<file path="src/hdl/wrps_cfg.svh">
// register offsets, field positions, reset values and timing counts
`ifndef WRPS_CFG_SVH
`define WRPS_CFG_SVH
`define WRPS_ADDR_W            16
`define WRPS_OFS_WAKE_RELOAD   16'h2880
`define WRPS_OFS_RESET_CAUSE   16'h28b0
`define WRPS_OFS_WAKE_FLAGS    16'h28b1
`define WRPS_OFS_WAKE_ARM      16'h28b2
`define WRPS_OFS_WDOG          16'h28b4
`define WRPS_BIT_ARM           5
`define WRPS_BIT_WDOG_RESTART  7
`define WRPS_BIT_TEMP          6
`define WRPS_BIT_SERIAL        4
`define WRPS_BIT_BUTTON        3
`define WRPS_BIT_PIN_A         2
`define WRPS_BIT_PIN_B         1
`define WRPS_BIT_PIN_C         0
`define WRPS_CAUSE_LSB         2
`define WRPS_RELOAD_RST        8'h00
`define WRPS_CAUSE_RST         6'h10
`define WRPS_CLK_HZ            25000000
`define WRPS_SECOND_S          1
`define WRPS_SECOND_CYC        (`WRPS_CLK_HZ * `WRPS_SECOND_S)
`define WRPS_ST_OK             3'h0
`define WRPS_ST_LOW            3'h1
`define WRPS_ST_BAT_OK         3'h2
`define WRPS_ST_BAT_MARGIN     3'h3
`define WRPS_ST_BAT_FAIL       3'h5
`endif

</file>
<file path="src/hdl/wrps_pkg.sv">
// types shared by the wake, reset and power status block
package wrps_pkg;
  typedef enum logic [1:0] {
    WRPS_TMR_IDLE,
    WRPS_TMR_ARMED,
    WRPS_TMR_RUN,
    WRPS_TMR_DONE
  } wrps_tmr_e;
endpackage

</file>
<file path="src/hdl/wrps_top.sv">
// wake timer, wake source, reset cause and supply status block
`timescale 1ns/100ps
`default_nettype none
`include "wrps_cfg.svh"
module wrps_top #(
  parameter int unsigned SECOND_CYC = `WRPS_SECOND_CYC
) (
  // clock and reset
  input  wire logic                    clock_i,
  input  wire logic                    rst_n_i,
  // configuration ram access
  input  wire logic [`WRPS_ADDR_W-1:0] addr_i,
  input  wire logic                    wr_i,
  input  wire logic                    rd_i,
  input  wire logic [7:0]              wdata_i,
  output logic      [7:0]              rdata_o,
  // supply comparators, from analog pins
  input  wire logic                    analog_supply_good_i,
  input  wire logic                    main_supply_good_i,
  input  wire logic                    core_supply_good_i,
  input  wire logic                    core_supply_above_two_i,
  input  wire logic                    core_trim_fuse_bit_i,
  output logic      [2:0]              supply_status_code_o,
  output logic                         flash_write_block_o,
  output logic                         pll_fast_clear_o,
  // power mode requests from the processor
  input  wire logic                    sleep_request_i,
  input  wire logic                    display_only_request_i,
  output logic                         wake_o,
  output logic                         watchdog_restart_o,
  // wake sources, already debounced or one-cycle events on this clock
  input  wire logic [2:0]              pin_wake_enable_i,
  input  wire logic [2:0]              pin_wake_event_i,
  input  wire logic                    temp_wake_i,
  input  wire logic                    pushbutton_input_i,
  input  wire logic                    serial_rx_wake_i,
  // reset causes, latched at reset release
  input  wire logic [5:0]              reset_cause_i
);
  logic a_ok;
  logic m_ok;
  logic c_ok;
  logic c_two;

  wrps_sync u_sync_a (.clock_i(clock_i), .rst_n_i(rst_n_i),
                      .async_i(analog_supply_good_i), .sync_o(a_ok));
  wrps_sync u_sync_m (.clock_i(clock_i), .rst_n_i(rst_n_i),
                      .async_i(main_supply_good_i), .sync_o(m_ok));
  wrps_sync u_sync_c (.clock_i(clock_i), .rst_n_i(rst_n_i),
                      .async_i(core_supply_good_i), .sync_o(c_ok));
  wrps_sync u_sync_t (.clock_i(clock_i), .rst_n_i(rst_n_i),
                      .async_i(core_supply_above_two_i), .sync_o(c_two));

  // supply status
  logic [2:0] stat_q;
  logic [2:0] stat_d;
  logic       fblk_q;
  logic       fblk_d;
  logic       pclr_q;
  logic       pclr_d;

  always_comb begin
    if (a_ok && m_ok) begin
      stat_d = `WRPS_ST_OK;
    end else if (m_ok) begin
      stat_d = `WRPS_ST_LOW;
    end else if (c_ok && c_two) begin
      stat_d = `WRPS_ST_BAT_OK;
    end else if (c_two) begin
      stat_d = `WRPS_ST_BAT_MARGIN;
    end else begin
      stat_d = `WRPS_ST_BAT_FAIL;
    end
    fblk_d = (stat_d == `WRPS_ST_BAT_MARGIN);
    pclr_d = fblk_d && core_trim_fuse_bit_i;
  end

  always_ff @(posedge clock_i or negedge rst_n_i) begin
    if (!rst_n_i) begin
      stat_q <= `WRPS_ST_BAT_FAIL;
      fblk_q <= 1'b0;
      pclr_q <= 1'b0;
    end else begin
      stat_q <= stat_d;
      fblk_q <= fblk_d;
      pclr_q <= pclr_d;
    end
  end

  // register writes
  logic [7:0] reload_q;
  logic [7:0] reload_d;
  logic       arm_q;
  logic       arm_d;
  logic       wdr_q;
  logic       wdr_d;
  logic       arm_set;
  logic       wr_reload;
  logic       wr_arm;
  logic       wr_wdog;

  assign wr_reload = wr_i && (addr_i == `WRPS_OFS_WAKE_RELOAD);
  assign wr_arm    = wr_i && (addr_i == `WRPS_OFS_WAKE_ARM);
  assign wr_wdog   = wr_i && (addr_i == `WRPS_OFS_WDOG);

  // timer
  wrps_pkg::wrps_tmr_e tst_q;
  wrps_pkg::wrps_tmr_e tst_d;
  logic [8:0]          secs_q;
  logic [8:0]          secs_d;
  logic                wake_q;
  logic                wake_d;
  logic                tick;
  logic                low_power;

  assign low_power = sleep_request_i || display_only_request_i;
  assign arm_set   = wr_arm && wdata_i[`WRPS_BIT_ARM];

  always_comb begin
    reload_d = wr_reload ? wdata_i : reload_q;
    arm_d    = wr_arm ? wdata_i[`WRPS_BIT_ARM] : arm_q;
    // write-only strobe, never stored
    wdr_d    = wr_wdog && wdata_i[`WRPS_BIT_WDOG_RESTART];
    tst_d    = tst_q;
    secs_d   = secs_q;
    wake_d   = 1'b0;
    if (arm_set) begin
      tst_d  = wrps_pkg::WRPS_TMR_ARMED;
      secs_d = {1'b0, reload_d} + 9'h001;
    end else if (!arm_q) begin
      tst_d = wrps_pkg::WRPS_TMR_IDLE;
    end else begin
      unique case (tst_q)
        wrps_pkg::WRPS_TMR_IDLE: begin
          tst_d = wrps_pkg::WRPS_TMR_IDLE;
        end
        wrps_pkg::WRPS_TMR_ARMED: begin
          if (low_power) begin
            tst_d = wrps_pkg::WRPS_TMR_RUN;
          end
        end
        wrps_pkg::WRPS_TMR_RUN: begin
          if (!low_power) begin
            tst_d = wrps_pkg::WRPS_TMR_ARMED;
          end else if (tick) begin
            secs_d = secs_q - 9'h001;
            if (secs_q == 9'h001) begin
              tst_d  = wrps_pkg::WRPS_TMR_DONE;
              wake_d = 1'b1;
            end
          end
        end
        wrps_pkg::WRPS_TMR_DONE: begin
          tst_d = wrps_pkg::WRPS_TMR_DONE;
        end
      endcase
    end
  end

  // tick restarts while not counting, so seconds start at run entry
  wrps_tick #(.PERIOD(SECOND_CYC)) u_tick (
    .clock_i(clock_i),
    .rst_n_i(rst_n_i),
    .clear_i(tst_q != wrps_pkg::WRPS_TMR_RUN),
    .tick_o (tick)
  );

  always_ff @(posedge clock_i or negedge rst_n_i) begin
    if (!rst_n_i) begin
      reload_q <= `WRPS_RELOAD_RST;
      arm_q    <= 1'b0;
      wdr_q    <= 1'b0;
      tst_q    <= wrps_pkg::WRPS_TMR_IDLE;
      secs_q   <= 9'h000;
      wake_q   <= 1'b0;
    end else begin
      reload_q <= reload_d;
      arm_q    <= arm_d;
      wdr_q    <= wdr_d;
      tst_q    <= tst_d;
      secs_q   <= secs_d;
      wake_q   <= wake_d;
    end
  end

  // wake source flags; set wins except on pin flags, which clear while their enable is low; others cleared only by reset
  logic [2:0] pinf_q;
  logic [2:0] pinf_d;
  logic       tempf_q;
  logic       tempf_d;
  logic       btnf_q;
  logic       btnf_d;
  logic       rxf_q;
  logic       rxf_d;
  logic [5:0] cause_q;
  logic [5:0] cause_d;
  logic       cap_q;
  logic       cap_d;

  always_comb begin
    pinf_d  = (pinf_q | pin_wake_event_i) & pin_wake_enable_i;
    tempf_d = tempf_q | temp_wake_i;
    btnf_d  = btnf_q | pushbutton_input_i;
    rxf_d   = rxf_q | serial_rx_wake_i;
    // cause captured on the first clock after reset release
    cap_d   = 1'b1;
    cause_d = cap_q ? cause_q : reset_cause_i;
  end

  always_ff @(posedge clock_i or negedge rst_n_i) begin
    if (!rst_n_i) begin
      pinf_q  <= 3'h0;
      tempf_q <= 1'b0;
      btnf_q  <= 1'b0;
      rxf_q   <= 1'b0;
      cause_q <= `WRPS_CAUSE_RST;
      cap_q   <= 1'b0;
    end else begin
      pinf_q  <= pinf_d;
      tempf_q <= tempf_d;
      btnf_q  <= btnf_d;
      rxf_q   <= rxf_d;
      cause_q <= cause_d;
      cap_q   <= cap_d;
    end
  end

  // read port, unmapped and write-only reads give zero
  logic [7:0] rdata_q;
  logic [7:0] rdata_d;

  always_comb begin
    rdata_d = 8'h00;
    if (rd_i) begin
      unique case (addr_i)
        `WRPS_OFS_WAKE_RELOAD: rdata_d = reload_q;
        `WRPS_OFS_RESET_CAUSE: rdata_d = {cause_q, 2'b00};
        `WRPS_OFS_WAKE_FLAGS: begin
          rdata_d[`WRPS_BIT_TEMP]   = tempf_q;
          rdata_d[`WRPS_BIT_SERIAL] = rxf_q;
          rdata_d[`WRPS_BIT_BUTTON] = btnf_q;
          rdata_d[`WRPS_BIT_PIN_A]  = pinf_q[2];
          rdata_d[`WRPS_BIT_PIN_B]  = pinf_q[1];
          rdata_d[`WRPS_BIT_PIN_C]  = pinf_q[0];
        end
        `WRPS_OFS_WAKE_ARM: rdata_d[`WRPS_BIT_ARM] = arm_q;
        default: rdata_d = 8'h00;
      endcase
    end
  end

  always_ff @(posedge clock_i or negedge rst_n_i) begin
    if (!rst_n_i) begin
      rdata_q <= 8'h00;
    end else begin
      rdata_q <= rdata_d;
    end
  end

  assign rdata_o              = rdata_q;
  assign supply_status_code_o = stat_q;
  assign flash_write_block_o  = fblk_q;
  assign pll_fast_clear_o     = pclr_q;
  assign wake_o               = wake_q;
  assign watchdog_restart_o   = wdr_q;
endmodule
`default_nettype wire

</file>
<file path="src/hdl/wrps_sync.sv">
// two flip-flop synchroniser for one level
`timescale 1ns/100ps
`default_nettype none
module wrps_sync (
  // clock and reset
  input  wire logic clock_i,
  input  wire logic rst_n_i,
  // level
  input  wire logic async_i,
  output logic      sync_o
);
  logic meta_q;
  logic meta_d;
  logic sync_q;
  logic sync_d;

  always_comb begin
    meta_d = async_i;
    sync_d = meta_q;
  end

  always_ff @(posedge clock_i or negedge rst_n_i) begin
    if (!rst_n_i) begin
      meta_q <= 1'b0;
      sync_q <= 1'b0;
    end else begin
      meta_q <= meta_d;
      sync_q <= sync_d;
    end
  end

  assign sync_o = sync_q;
endmodule
`default_nettype wire

</file>
<file path="src/hdl/wrps_tick.sv">
// divider that gives a one-cycle pulse once per period
`timescale 1ns/100ps
`default_nettype none
module wrps_tick #(
  parameter int unsigned PERIOD = 25000000
) (
  // clock and reset
  input  wire logic clock_i,
  input  wire logic rst_n_i,
  // control
  input  wire logic clear_i,
  output logic      tick_o
);
  localparam int unsigned CW = (PERIOD > 1) ? $clog2(PERIOD) : 1;
  localparam logic [CW-1:0] LAST = CW'(PERIOD - 1);
  logic [CW-1:0] cnt_q;
  logic [CW-1:0] cnt_d;
  logic          tick_q;
  logic          tick_d;

  // restarts on clear so the first second is a whole one
  always_comb begin
    cnt_d  = cnt_q;
    tick_d = 1'b0;
    if (clear_i) begin
      cnt_d = '0;
    end else if (cnt_q == LAST) begin
      cnt_d  = '0;
      tick_d = 1'b1;
    end else begin
      cnt_d = cnt_q + CW'(1);
    end
  end

  always_ff @(posedge clock_i or negedge rst_n_i) begin
    if (!rst_n_i) begin
      cnt_q  <= '0;
      tick_q <= 1'b0;
    end else begin
      cnt_q  <= cnt_d;
      tick_q <= tick_d;
    end
  end

  assign tick_o = tick_q;
endmodule
`default_nettype wire

</file>
<file path="config.mk">
export PLATFORM = sky130hd
export DESIGN_NAME = wrps_top
export DESIGN_NICKNAME = d
export VERILOG_FILES = /design/src/hdl/wrps_pkg.sv /design/src/hdl/wrps_top.sv /design/src/hdl/wrps_sync.sv /design/src/hdl/wrps_tick.sv
export VERILOG_INCLUDE_DIRS = /design/src /design/src/hdl
export SDC_FILE = /design/constraint.sdc
export NUM_CORES = 1
export LEC_CHECK = 0
export BUFFER_PORTS_ARGS = -buffer_cell sky130_fd_sc_hd__buf_4
export CAP_MARGIN = 20
export CORE_MARGIN = 8
export CORE_UTILIZATION = 56
export DETAILED_ROUTE_END_ITERATION = 10
export PLACE_DENSITY = 0.89
export REMOVE_ABC_BUFFERS = 1
export SYNTH_ARGS = -nofsm -noshare
export SYNTH_HDL_FRONTEND = slang
export SYNTH_HIERARCHICAL = 1
export SYNTH_SLANG_ARGS = --single-unit
export TNS_END_PERCENT = 20
</file>
<file path="constraint.sdc">
create_clock -name clock_i -period 2.4 [get_ports clock_i]
set_input_delay 0.24 -clock clock_i [delete_from_list [all_inputs] [get_ports clock_i]]
set_output_delay 0.24 -clock clock_i [all_outputs]
set_load 0.02 [all_outputs]
</file>
==> qor.yml, run 1 <==
die:
  ios: 65
  core_um2: 7100
  die-area_um2: 10200
  initial_utilization_pct: 56.8
  fp-row-count: 31
  die_h_um: 101
  die_x_um: 101
pwr:
  p_sw_uw: 646
  combPwrFrac_pct: 6.4
  p_total_mw: 2.66
  p_seq_share_pct: 53.4
  clockPowerShare_pct: 40.1
  swShare_pct: 24.3
  ir_drop_mv: 0.511
  powerDensity_nw_per_um2: 535
  p_leak_nw: 2.21
  internal_power_mw: 2.01
sta:
  rsz0062_at_grt: "false"
  final.period_utilization_pct: 91.8
  hold_viol_final: 0
  max_freq_ghz: 0.454
  setup_violations: 0
  tns_ns: 0
  slew_violations: 0
  clock_skew_ns: 0.0112
  min_period_ns: 2.20
worst_setup_path:
  crit_path_frequent_cell: "a21oi_1"
  start_kind: "primary input"
  crit_type: "primary input to register"
  cp_slowest_cell: "mux2_2"
  reg2reg_from: "u_tick/cnt_q[1]"
  regToRegSetupSlack_ns: 0.34
  required_ns: 2.64
  path_cells: "buf_4, nor3_1, nand3_1, nor2_1, mux2_2, ha_1, and3_1, xnor2_1, a21oi_1, a211oi_1, a21oi_1"
  cp_num_buf_inv: 1
  crit_family: "simple AND/OR/NAND/NOR gates"
  crit_fanout: 4
  cp-startpoint: "addr_i[4]"
  cp.arrival_ns: 2.44
  critPathMaxStageDelay_ns: 0.40
  critical_path.endpoint_type: "register"
cts:
  cts_root_buffer: "clkbuf_8"
  clock_sinks: 82
  hold_buffers: 4
  path_clk_slew_ns: 0.09
  cts_tree: "done"
  clk-insertion-delay-late_ns: 0.35
  numCtsBuffers: 9
  cts.repair.resized: 0
  htree_levels: 3
  cts_setup_buffers: 0
  clockBufferDepth: 2
global_routing:
  grt_max_degree: 83
  grt_usage_pct: 19.8
  antenna_found_initial: 0
  grt_pass1_vias: 3531
  grt_pass1_wl_um: 16200
  grt_overflow_total: 0
synth:
  synthAdderAreaFrac_pct: 1.24
  ys_types: 59
  synthSimpleGateAreaFrac_pct: 24.3
  synth_compound_area_share_pct: 10.1
  synth-async-reset-ratio_pct: 100
  synth_edf_count: 0
  synth-seq-cells: 82
  ys_seq_area_share_pct: 51.0
  synth_area_um2: 4030
  yosysWarnings: 6
  synth_top_family_by_area: "simple AND/OR/NAND/NOR gates"
  synth_ff_type: "dfrtp_1"
  synth-xor-area-share_pct: 6.08
  muxShareOfSynthArea_pct: 4.59
  synthCells: 376
  syn-mean-instance-area_um2: 10.7
drt:
  drtIter0Drc: 162
  drt-total-wl_um: 9570
  vias: 3308
  wl_per_cell_um: 17.0
  route.detailed.drc: 0
  viasPerCell: 5.88
  ant_nets: 0
  firstDrtPassIters: 5
place:
  hpwl_um: 6860
  io_buffers: 64
  gp_congestion: 0.907
outcome:
  status: "completed"
worst_hold_path:
  hold_class: "primary input to register"
  hp-start: "temp_wake_i"
final_layout:
  mostFrequentLayoutCell: "dfrtp_1"
  diodes: 0
  layout_common_cells: "dfrtp_1 (79), buf_4 (78), nor2_1 (28)"
  fin_nets: 513
  drive_above_1_share_pct: 28.2
  fillCellCount: 486
  area_growth_pct: 23.2
flow_run:
  maxCapViolCount: 0
## layout make-up
type	count	area [µm²]	share of cell area, %
flip-flops and latches	82	2060	41.4
multi-input cells	272	1870	37.7
repair buffers	84	663	13.3
clock buffers	9	124	2.49
well taps	99	124	2.49
clock inverters	7	92.6	1.86
inverters	10	37.5	0.755
## worst register-to-register path: cells and delay by family, from the launching register on
kind / cells / cell delay (ns)
AND/OR/NAND/NOR: 2 / 0.58
buffers and inverters: 1 / 0.30
adder cells (fa/ha/maj): 1 / 0.25
AO/OA/AOI/OAI: 2 / 0.34
flip-flops: 1 / 0.45
## cells by family (layout without fill, tap and decap cells)
family,after synthesis,in the layout
multiplexers,17,17
flip-flops,82,82
adder cells (fa/ha/maj),4,4
AND/OR/NAND/NOR,161,161
other,1,1
AO/OA/AOI/OAI,61,61
XOR/XNOR,28,28
buffers and inverters,22,110
## registers in the layout (all words and copies together), names as in the netlist, 2 cells and up
name	flops
cause_q	6
reload_q	8
tst_q	2
supply_status_code_o	3
rdata_o	8
u_tick/cnt_q	25
secs_q	9
pinf_q	3
## power groups by stage
stage	Clock (mW)	Combinational (mW)	Sequential, mW
floorplan	0	0.0373	1.45
global placement	0	0.155	1.45
detailed placement	0	0.161	1.45
CTS	1.09	0.166	1.42
global route	1.14	0.189	1.43
finish	1.07	0.171	1.42
## cells in the mapped netlist (2+ instances only)
| master | n | share of area (%) |
|---|---|---|
| dfrtp_1 | 79 | 49 |
| nor2_1 | 28 | 2.6 |
| nand3_1 | 24 | 3.0 |
| a21oi_1 | 18 | 2.2 |
| nand2_1 | 18 | 1.7 |
| xnor2_1 | 18 | 3.9 |
| o21ai_0 | 16 | 2.0 |
| and3_1 | 13 | 2.0 |
| mux2_2 | 12 | 3.4 |
| nand4_1 | 11 | 1.7 |
| inv_1 | 10 | 0.93 |
| xor2_1 | 10 | 2.2 |
| and4_1 | 8 | 1.7 |
| nor2b_1 | 8 | 1.2 |
| nor3_1 | 7 | 0.87 |
| clkbuf_1 | 6 | 0.56 |
| nor4_1 | 6 | 0.93 |
| or3_1 | 6 | 0.93 |
| mux2i_1 | 5 | 1.2 |
| or2_2 | 5 | 0.78 |
| a222oi_1 | 4 | 0.99 |
| a22oi_1 | 4 | 0.74 |
| and2_1 | 4 | 0.62 |
| ha_1 | 4 | 1.2 |
| nand4b_1 | 4 | 0.87 |
| o21a_1 | 4 | 0.74 |
| dfstp_2 | 3 | 2.0 |
| nand4_2 | 3 | 0.93 |
| o31ai_1 | 3 | 0.56 |
| and3_2 | 2 | 0.37 |
| buf_2 | 2 | 0.25 |
| buf_4 | 2 | 0.37 |
| nor4b_1 | 2 | 0.43 |
| or4_1 | 2 | 0.37 |
## metrics by stage
step                      hold slack (ns)  utilization, %  std cells  area (µm²)  setup slack, ns
after detailed placement            0.336            65.9        541        4670           -0.127
after global placement              0.333            65.9        541        4670          -0.0429
final                              0.0761            70.0        563        4970            0.197
after global routing               0.0562            70.0        563        4970           0.0523
after CTS                          0.0596            69.5        561        4930            0.223
after floorplan                   -0.0556               -        364        3970           -0.344
## routing by layer
| metal | up-vias | wire [µm] | track usage [%] | part of all wire (%) |
|---|---|---|---|---|
| li1 | 1537 | - | - | - |
| met1 | 1624 | 3830 | 22.8 | 40 |
| met2 | 118 | 5010 | 33.8 | 52 |
| met3 | 29 | 504 | 4.90 | 5.3 |
| met4 | 0 | 223 | 9.53 | 2.3 |
| met5 | - | 0 | 0 | 0 |
## worst paths after layout
kind / to / depth (start not counted)
min in group asynchronous: u_tick/cnt_q[1] / 2
worst min register to register: u_sync_c/sync_o / 0
worst max-delay path: secs_q[4] / 11
max in group asynchronous: supply_status_code_o[0] / 3
worst max register to register: u_tick/cnt_q[23] / 6
worst min-delay path: tempf_q / 2
No activity file was read; power rests on OpenSTA's default activity.
==> run 2: changes to the inputs <==
REMOVE_ABC_BUFFERS = default   (was 1)
SYNTH_HIERARCHICAL = default   (was 1)
==> qor.yml, run 2 <==
outcome:
  status: "completed"  # unchanged
final_layout:
  mostFrequentLayoutCell: "dfrtp_1"  # unchanged
  postLayoutCellArea_um2: 4770  # was 4970 µm²
  area_growth_pct: 23.2  # about the same
  drive_above_1_share_pct: 28.8  # was 28.2%
  largest_reg_flops: 25  # unchanged
  layout_common_cells: "dfrtp_1 (79), buf_4 (78), nor2_1 (43)"  # was dfrtp_1 (79), buf_4 (78), nor2_1 (28)
  diodes: 0  # unchanged
  largest_register: "u_tick.cnt_q"  # was u_tick/cnt_q
  reg_top3: "u_tick.cnt_q (25), secs_q (9)"  # was u_tick/cnt_q (25), secs_q (9)
  fin_nets: 490  # was 513
place:
  pre_cts_ws_ns: -0.0655  # was -0.127 ns
  placed_area_um2: 4530  # was 4670 µm²
  gp_congestion: 0.908  # was 0.907
  io_buffers: 64  # unchanged
  hpwl_um: 6460  # was 6860 µm
pwr:
  combPwrFrac_pct: 7.2  # was 6.4%
  internal_power_mw: 2.01  # about the same
  p_sw_uw: 584  # was 646 µW
  p_total_mw: 2.59  # was 2.66 mW
  clockPowerShare_pct: 37.3  # was 40.1%
  ir_drop_mv: 0.323  # was 0.511 mV
  swShare_pct: 22.5  # was 24.3%
  p_seq_share_pct: 55.5  # was 53.4%
  powerDensity_nw_per_um2: 543  # was 535 nW/µm²
  p_leak_nw: 2.16  # was 2.21 nW
sta:
  final.period_utilization_pct: 88.3  # was 91.8%
  setup_violations: 0  # unchanged
  max_slew_margin_pct: 59.0
  max_freq_ghz: 0.472  # was 0.454 GHz
  clock_skew_ns: 0.00541  # was 0.0112 ns
  hold_viol_final: 0  # unchanged
  worst_slew_pin_slew_ns: 0.609
  setup_slack_ns: 0.281  # was 0.197 ns
  slew_violations: 0  # unchanged
  tns_ns: 0  # unchanged
  rsz0062_at_grt: "false"  # unchanged
  min_period_ns: 2.12  # was 2.20 ns
flow_run:
  maxCapViolCount: 0  # unchanged
synth:
  synthCells: 350  # was 376
  synth_area_um2: 3870  # was 4030 µm²
  synth-async-reset-ratio_pct: 100  # unchanged
  synth_edf_count: 0  # unchanged
  ys_seq_area_share_pct: 53.1  # was 51.0%
  synth-seq-cells: 82  # unchanged
  synth_ff_type: "dfrtp_1"  # unchanged
  synth_top_cell_by_area: "dfrtp_1"  # unchanged
  ys_types: 51  # was 59
  synth_nets: 404
  ys_top_cells_by_count: "dfrtp_1 (79), nor2_1 (43), xor2_1 (25)"  # was dfrtp_1 (79), nor2_1 (28), nand3_1 (24)
  yosysWarnings: 0  # was 6
  syn-mean-instance-area_um2: 11.1  # was 10.7 µm²
  yosys.cell_count.top_type: "dfrtp_1"  # unchanged
  synth_top_cell_area_share_pct: 51.1  # was 49.0%
  synth_area_leaders: "dfrtp_1 (51%), xor2_1 (5.7%), mux2_2 (4.7%)"  # was dfrtp_1 (49%), xnor2_1 (3.9%), mux2_2 (3.4%)
worst_setup_path:
  critPathMaxStageDelay_ns: 0.39  # was 0.40 ns
  critical_path.endpoint_type: "register"  # unchanged
  crit_type: "primary input to register"  # unchanged
  crit_path_frequent_cell: "mux2i_1"  # was a21oi_1
  path_cells: "buf_4, nor4_1, nand2_1, nor3_4, mux2_2, ha_1, nand3_1, nor2_1, xor2_1, mux2i_1, mux2i_1"  # was buf_4, nor3_1, nand3_1, nor2_1, mux2_2, ha_1, and3_1, xnor2_1, a21oi_1, a211oi_1, a21oi_1
  start_kind: "primary input"  # unchanged
  cp_num_buf_inv: 1  # unchanged
  cp_slowest_cell: "nor4_1"  # was mux2_2
  cp.arrival_ns: 2.34  # was 2.44 ns
  crit_family: "simple AND/OR/NAND/NOR gates"  # unchanged
  required_ns: 2.62  # was 2.64 ns
  crit_fanout: 7  # was 4
drt:
  drt-total-wl_um: 8370  # was 9570 µm
  vias: 2917  # was 3308
  firstDrtPassIters: 4  # was 5
  ant_nets: 0  # unchanged
  drtIter0Drc: 71  # was 162
  wl_per_cell_um: 16.1  # was 17.0 µm
  route.detailed.drc: 0  # unchanged
  viasPerCell: 5.60  # was 5.88
global_routing:
  grt_pass1_vias: 3133  # was 3531
  grtUsageMet1_pct: 20.5  # was 22.8%
  globalRoute.busiestLayer: "met2"  # unchanged
  use_met2_pct: 31.4  # was 33.8%
  grt_pass1_wl_um: 14400  # was 16200 µm
  grt_max_degree: 46  # was 83
  use_met3_pct: 5.73  # was 4.90%
  grt_usage_pct: 18.3  # was 19.8%
  grt_overflow_total: 0  # unchanged
  antenna_found_initial: 0  # unchanged
cts:
  cts_setup_buffers: 0  # unchanged
  cts_tree: "done"  # unchanged
  htree_levels: 3  # unchanged
  numCtsBuffers: 9  # unchanged
  clockBufferDepth: 2  # unchanged
  path_clk_slew_ns: 0.08  # was 0.09 ns
  clock_sinks: 82  # unchanged
  cts_root_buffer: "clkbuf_8"  # unchanged
  clk-insertion-delay-late_ns: 0.33  # was 0.35 ns
die:
  initial_utilization_pct: 57.3  # was 56.8%
  fp-row-count: 30  # was 31
  die-area_um2: 9830  # was 10200 µm²
  die_h_um: 99.1  # was 101 µm
  die_x_um: 99.1  # was 101 µm
  core_um2: 6760  # was 7100 µm²
  ios: 65  # unchanged
worst_hold_path:
  hold_class: "primary input to register"  # unchanged
[run 2: worst register-to-register path, stage by stage (launching register included)]
cell     delay (ns)
dfrtp_1        0.44
inv_1          0.12
ha_1           0.16
inv_1          0.03
or4_1          0.61
nor3_1         0.21
xnor2_1        0.16
mux2i_1        0.09
[run 2: path summary, 6_finish.rpt]
kind                                   from                       to  slack (ns)  cells past startpoint
min reg2reg                 u_sync_m.meta_q          u_sync_m.sync_o        0.35                      0
min in group asynchronous           rst_n_i         u_tick.cnt_q[12]        0.44                      2
max in group asynchronous           rst_n_i  supply_status_code_o[0]        1.28                      3
min                        serial_rx_wake_i                    rxf_q        0.09                      2
max                              addr_i[14]                secs_q[6]        0.28                     11
max reg2reg                       secs_q[0]                secs_q[6]        0.44                      7
[run 2: cells by family (layout without fill, tap and decap cells)]
logic type,Yosys count,in the layout,synth area share (%)
and+or+nand+nor,156,156,22.3
DFF,82,82,53.1
muxes,31,31,8.53
xor gates and xnor gates,41,41,9.28
AOI/OAI and AO/OA,20,20,3.56
other,1,1,0.0969
buffers and inverters,14,105,1.55
adders and majority gates,5,5,1.55
[run 2: through the flow]
| stage | util [%] | instances | hold slack [ns] |
|---|---|---|---|
| 4_1_cts | 70.6 | 521 | 0.0659 |
| 3_5_place_dp | 67.0 | 500 | 0.270 |
| 3_3_place_gp | 67.0 | 500 | 0.270 |
| 5_1_grt | 70.6 | 521 | 0.0607 |
| 2_1_floorplan | - | 350 | -0.0556 |
| 6_report | 70.6 | 521 | 0.0879 |
[run 2: metal layers]
layer / vias up / wire (µm)
li1: 1391 / -
met1: 1408 / 3510
met2: 99 / 4210
met3: 19 / 453
met4: 0 / 200
met5: - / 0
[run 2: repair_timing]
action / in CTS / in global routing
resized for setup: 0 / 0
hold endpoints to repair: 46 / 0
hold buffers: 5 / 0
[run 2: final cells by class]
class,count,area [µm²]
clock buffers,11,131
inverters,6,22.5
multi-input cells,254,1760
fillers,488,1990
well taps,80,100
repair buffers,83,636
flip-flops and latches,82,2060
clock inverters,5,63.8
[run 2: power groups by stage]
stage                     Clock, mW  Sequential, mW  Combinational, mW
after global placement            0            1.46              0.178
after CTS                      1.00            1.44              0.191
final                         0.967            1.44              0.187
after detailed placement          0            1.47              0.183
after floorplan                   0            1.46             0.0579
after global routing           1.06            1.44              0.209
==> run 3: changes to the inputs <==
SYNTH_HIERARCHICAL = 1   (was default)
==> qor.yml, run 3 (synthesized netlist as in run 1, its figures left out) <==
outcome:
  status: "completed"  # unchanged
cts:
  path_clk_slew_ns: 0.09  # was 0.08 ns
  clockBufferDepth: 2  # unchanged
  cts_setup_buffers: 0  # unchanged
  cts_root_buffer: "clkbuf_8"  # unchanged
  numCtsBuffers: 9  # unchanged
  cts_tree: "done"  # unchanged
  clock_sinks: 82  # unchanged
  htree_levels: 3  # unchanged
  clk-insertion-delay-late_ns: 0.36  # was 0.33 ns
worst_setup_path:
  crit_type: "primary input to register"  # unchanged
  critical_path.endpoint_type: "register"  # unchanged
  ff2ff_path_depth: 6  # was 7
  cp.arrival_ns: 2.43  # was 2.34 ns
  crit_path_frequent_cell: "a21oi_1"  # was mux2i_1
  path_cells: "buf_4, nor4b_4, nand3_2, nor2_4, mux2_2, ha_1, and3_1, xnor2_1, a21oi_1, a211oi_1, a21oi_1"  # was buf_4, nor4_1, nand2_1, nor3_4, mux2_2, ha_1, nand3_1, nor2_1, xor2_1, mux2i_1, mux2i_1
  critPathMaxStageDelay_ns: 0.37  # was 0.39 ns
  cp_slowest_cell: "mux2_2"  # was nor4_1
  crit_fanout: 4  # was 7
  start_kind: "primary input"  # unchanged
  required_ns: 2.64  # was 2.62 ns
final_layout:
  reg_top3: "u_tick/cnt_q (25), secs_q (9)"  # was u_tick.cnt_q (25), secs_q (9)
  multi_input_area_um2: 1890  # was 1760 µm²
  mostFrequentLayoutCell: "dfrtp_1"  # unchanged
  final_core_util_pct: 69.9  # was 70.6%
  area_growth_pct: 23.2  # about the same
  layout_common_cells: "dfrtp_1 (79), buf_4 (73), nor2_1 (27)"  # was dfrtp_1 (79), buf_4 (78), nor2_1 (43)
  layoutNonFillerInstCount: 560  # was 521
  largest_register: "u_tick/cnt_q"  # was u_tick.cnt_q
  postLayoutCellArea_um2: 4960  # was 4770 µm²
  seqCellArea_um2: 2060  # unchanged
  largest_reg_flops: 25  # unchanged
  fillCellCount: 498  # was 488
  drive_above_1_share_pct: 28.3  # was 28.8%
  fin_nets: 509  # was 490
die:
  core_um2: 7100  # was 6760 µm²
  die-area_um2: 10200  # was 9830 µm²
  ios: 65  # unchanged
  die_x_um: 101  # was 99.1 µm
  die_h_um: 101  # was 99.1 µm
  initial_utilization_pct: 56.8  # was 57.3%
  fp-row-count: 31  # was 30
pwr:
  p_leak_nw: 2.19  # was 2.16 nW
  ir_drop_mv: 0.451  # was 0.323 mV
  powerDensity_nw_per_um2: 532  # was 543 nW/µm²
  p_total_mw: 2.64  # was 2.59 mW
place:
  gp_congestion: 0.937  # was 0.908
  hpwl_um: 6780  # was 6460 µm
  placed_area_um2: 4670  # was 4530 µm²
  dpl.cell_count: 537  # was 500
  pre_cts_ws_ns: -0.130  # was -0.0655 ns
  io_buffers: 64  # unchanged
sta:
  clock_skew_ns: 0.00638  # was 0.00541 ns
  rsz0062_at_grt: "false"  # unchanged
  max_slew_margin_pct: 64.3  # was 59.0%
  max_freq_ghz: 0.456  # was 0.472 GHz
  min_period_ns: 2.19  # was 2.12 ns
  final.period_utilization_pct: 91.3  # was 88.3%
  setup_violations: 0  # unchanged
  tns_ns: 0  # unchanged
  holdWs_ns: 0.0614  # was 0.0879 ns
  slew_violations: 0  # unchanged
  hold_viol_final: 0  # unchanged
  setup_slack_ns: 0.209  # was 0.281 ns
  worst_slew_pin_slew_ns: 0.528  # was 0.609 ns
global_routing:
  grt_max_degree: 83  # was 46
  grt_pass1_wl_um: 16000  # was 14400 µm
  grt_usage_pct: 20.1  # was 18.3%
  antenna_found_initial: 1  # was 0
  grt_overflow_total: 0  # unchanged
  grt_pass1_vias: 3366  # was 3133
drt:
  route.detailed.drc: 0  # unchanged
  firstDrtPassIters: 5  # was 4
  ant_nets: 0  # unchanged
  drtIter0Drc: 334  # was 71
  viasPerCell: 5.90  # was 5.60
  drt-total-wl_um: 9710  # was 8370 µm
  vias: 3303  # was 2917
  wl_per_cell_um: 17.3  # was 16.1 µm
worst_hold_path:
  hold_class: "primary input to register"  # unchanged
  worstHoldPathCells: 2  # unchanged
flow_run:
  maxCapViolCount: 0  # unchanged
synth:
  synth_nets: 430  # was 404
==> run 3: changes by cell type in the layout (fill, tap and decap cells not counted), moves of 5 or more <==
cell     delta
or3_1       +5
a21oi_1    +13
buf_4       -5
o21ai_0    +15
and3_1      +7
xor2_1     -15
and4_1      +5
nor2_1     -16
nand3_1     +7
mux2i_1    -10
==> run 3: report_power, final <==
part / switching (mW) / internal (mW)
Combinational: 0.0792 / 0.0934
Sequential: 0.0133 / 1.41
Clock: 0.524 / 0.522
==> run 3: final timing paths <==
| kind | startpoint | to | slack [ns] |
|---|---|---|---|
| min in group asynchronous | rst_n_i | u_tick/cnt_q[11] | 0.26 |
| worst min-delay path | serial_rx_wake_i | rxf_q | 0.06 |
| worst max register to register | u_tick/cnt_q[0] | u_tick/cnt_q[9] | 0.29 |
| worst min register to register | u_sync_a/meta_q | u_sync_a/sync_o | 0.35 |
| max in group asynchronous | rst_n_i | cause_q[4] | 1.54 |
| worst max-delay path | addr_i[6] | secs_q[4] | 0.21 |
==> run 3: worst max-delay path, delay by kind of cell <==
kind,cells,cell delay [ns]
adders and majority gates,1,0.27
xor gates and xnor gates,1,0.14
and+or+nand+nor,4,0.93
AOI/OAI and AO/OA,3,0.36
buffers and inverters,1,0.12
muxes,1,0.37
==> run 3: final cells by class <==
class | count | share of cell area (%)
inverter | 10 | 0.756
sequential | 82 | 41.4
clock inverter | 6 | 1.46
timing repair buffer | 80 | 13.0
clock buffer | 10 | 2.77
tap | 99 | 2.49
antenna | 1 | 0.0504
multi-input combinational | 272 | 38.1
==> run 3: repair_timing <==
item,4_1_cts,5_1_grt
hold endpoints to repair,4,11
resized for setup,0,1
endpoints found under the setup margin,0,1
hold buffers,4,1
==> run 3: per-layer routing <==
layer / part of all wire, % / track usage [%] / wire, µm / vias to the layer above
met5: 0 / 0 / 0 / -
met4: 3.5 / 11.6 / 342 / 0
met3: 7.0 / 5.59 / 680 / 32
met2: 51 / 32.4 / 4930 / 151
met1: 39 / 23.5 / 3760 / 1585
li1: - / - / - / 1535
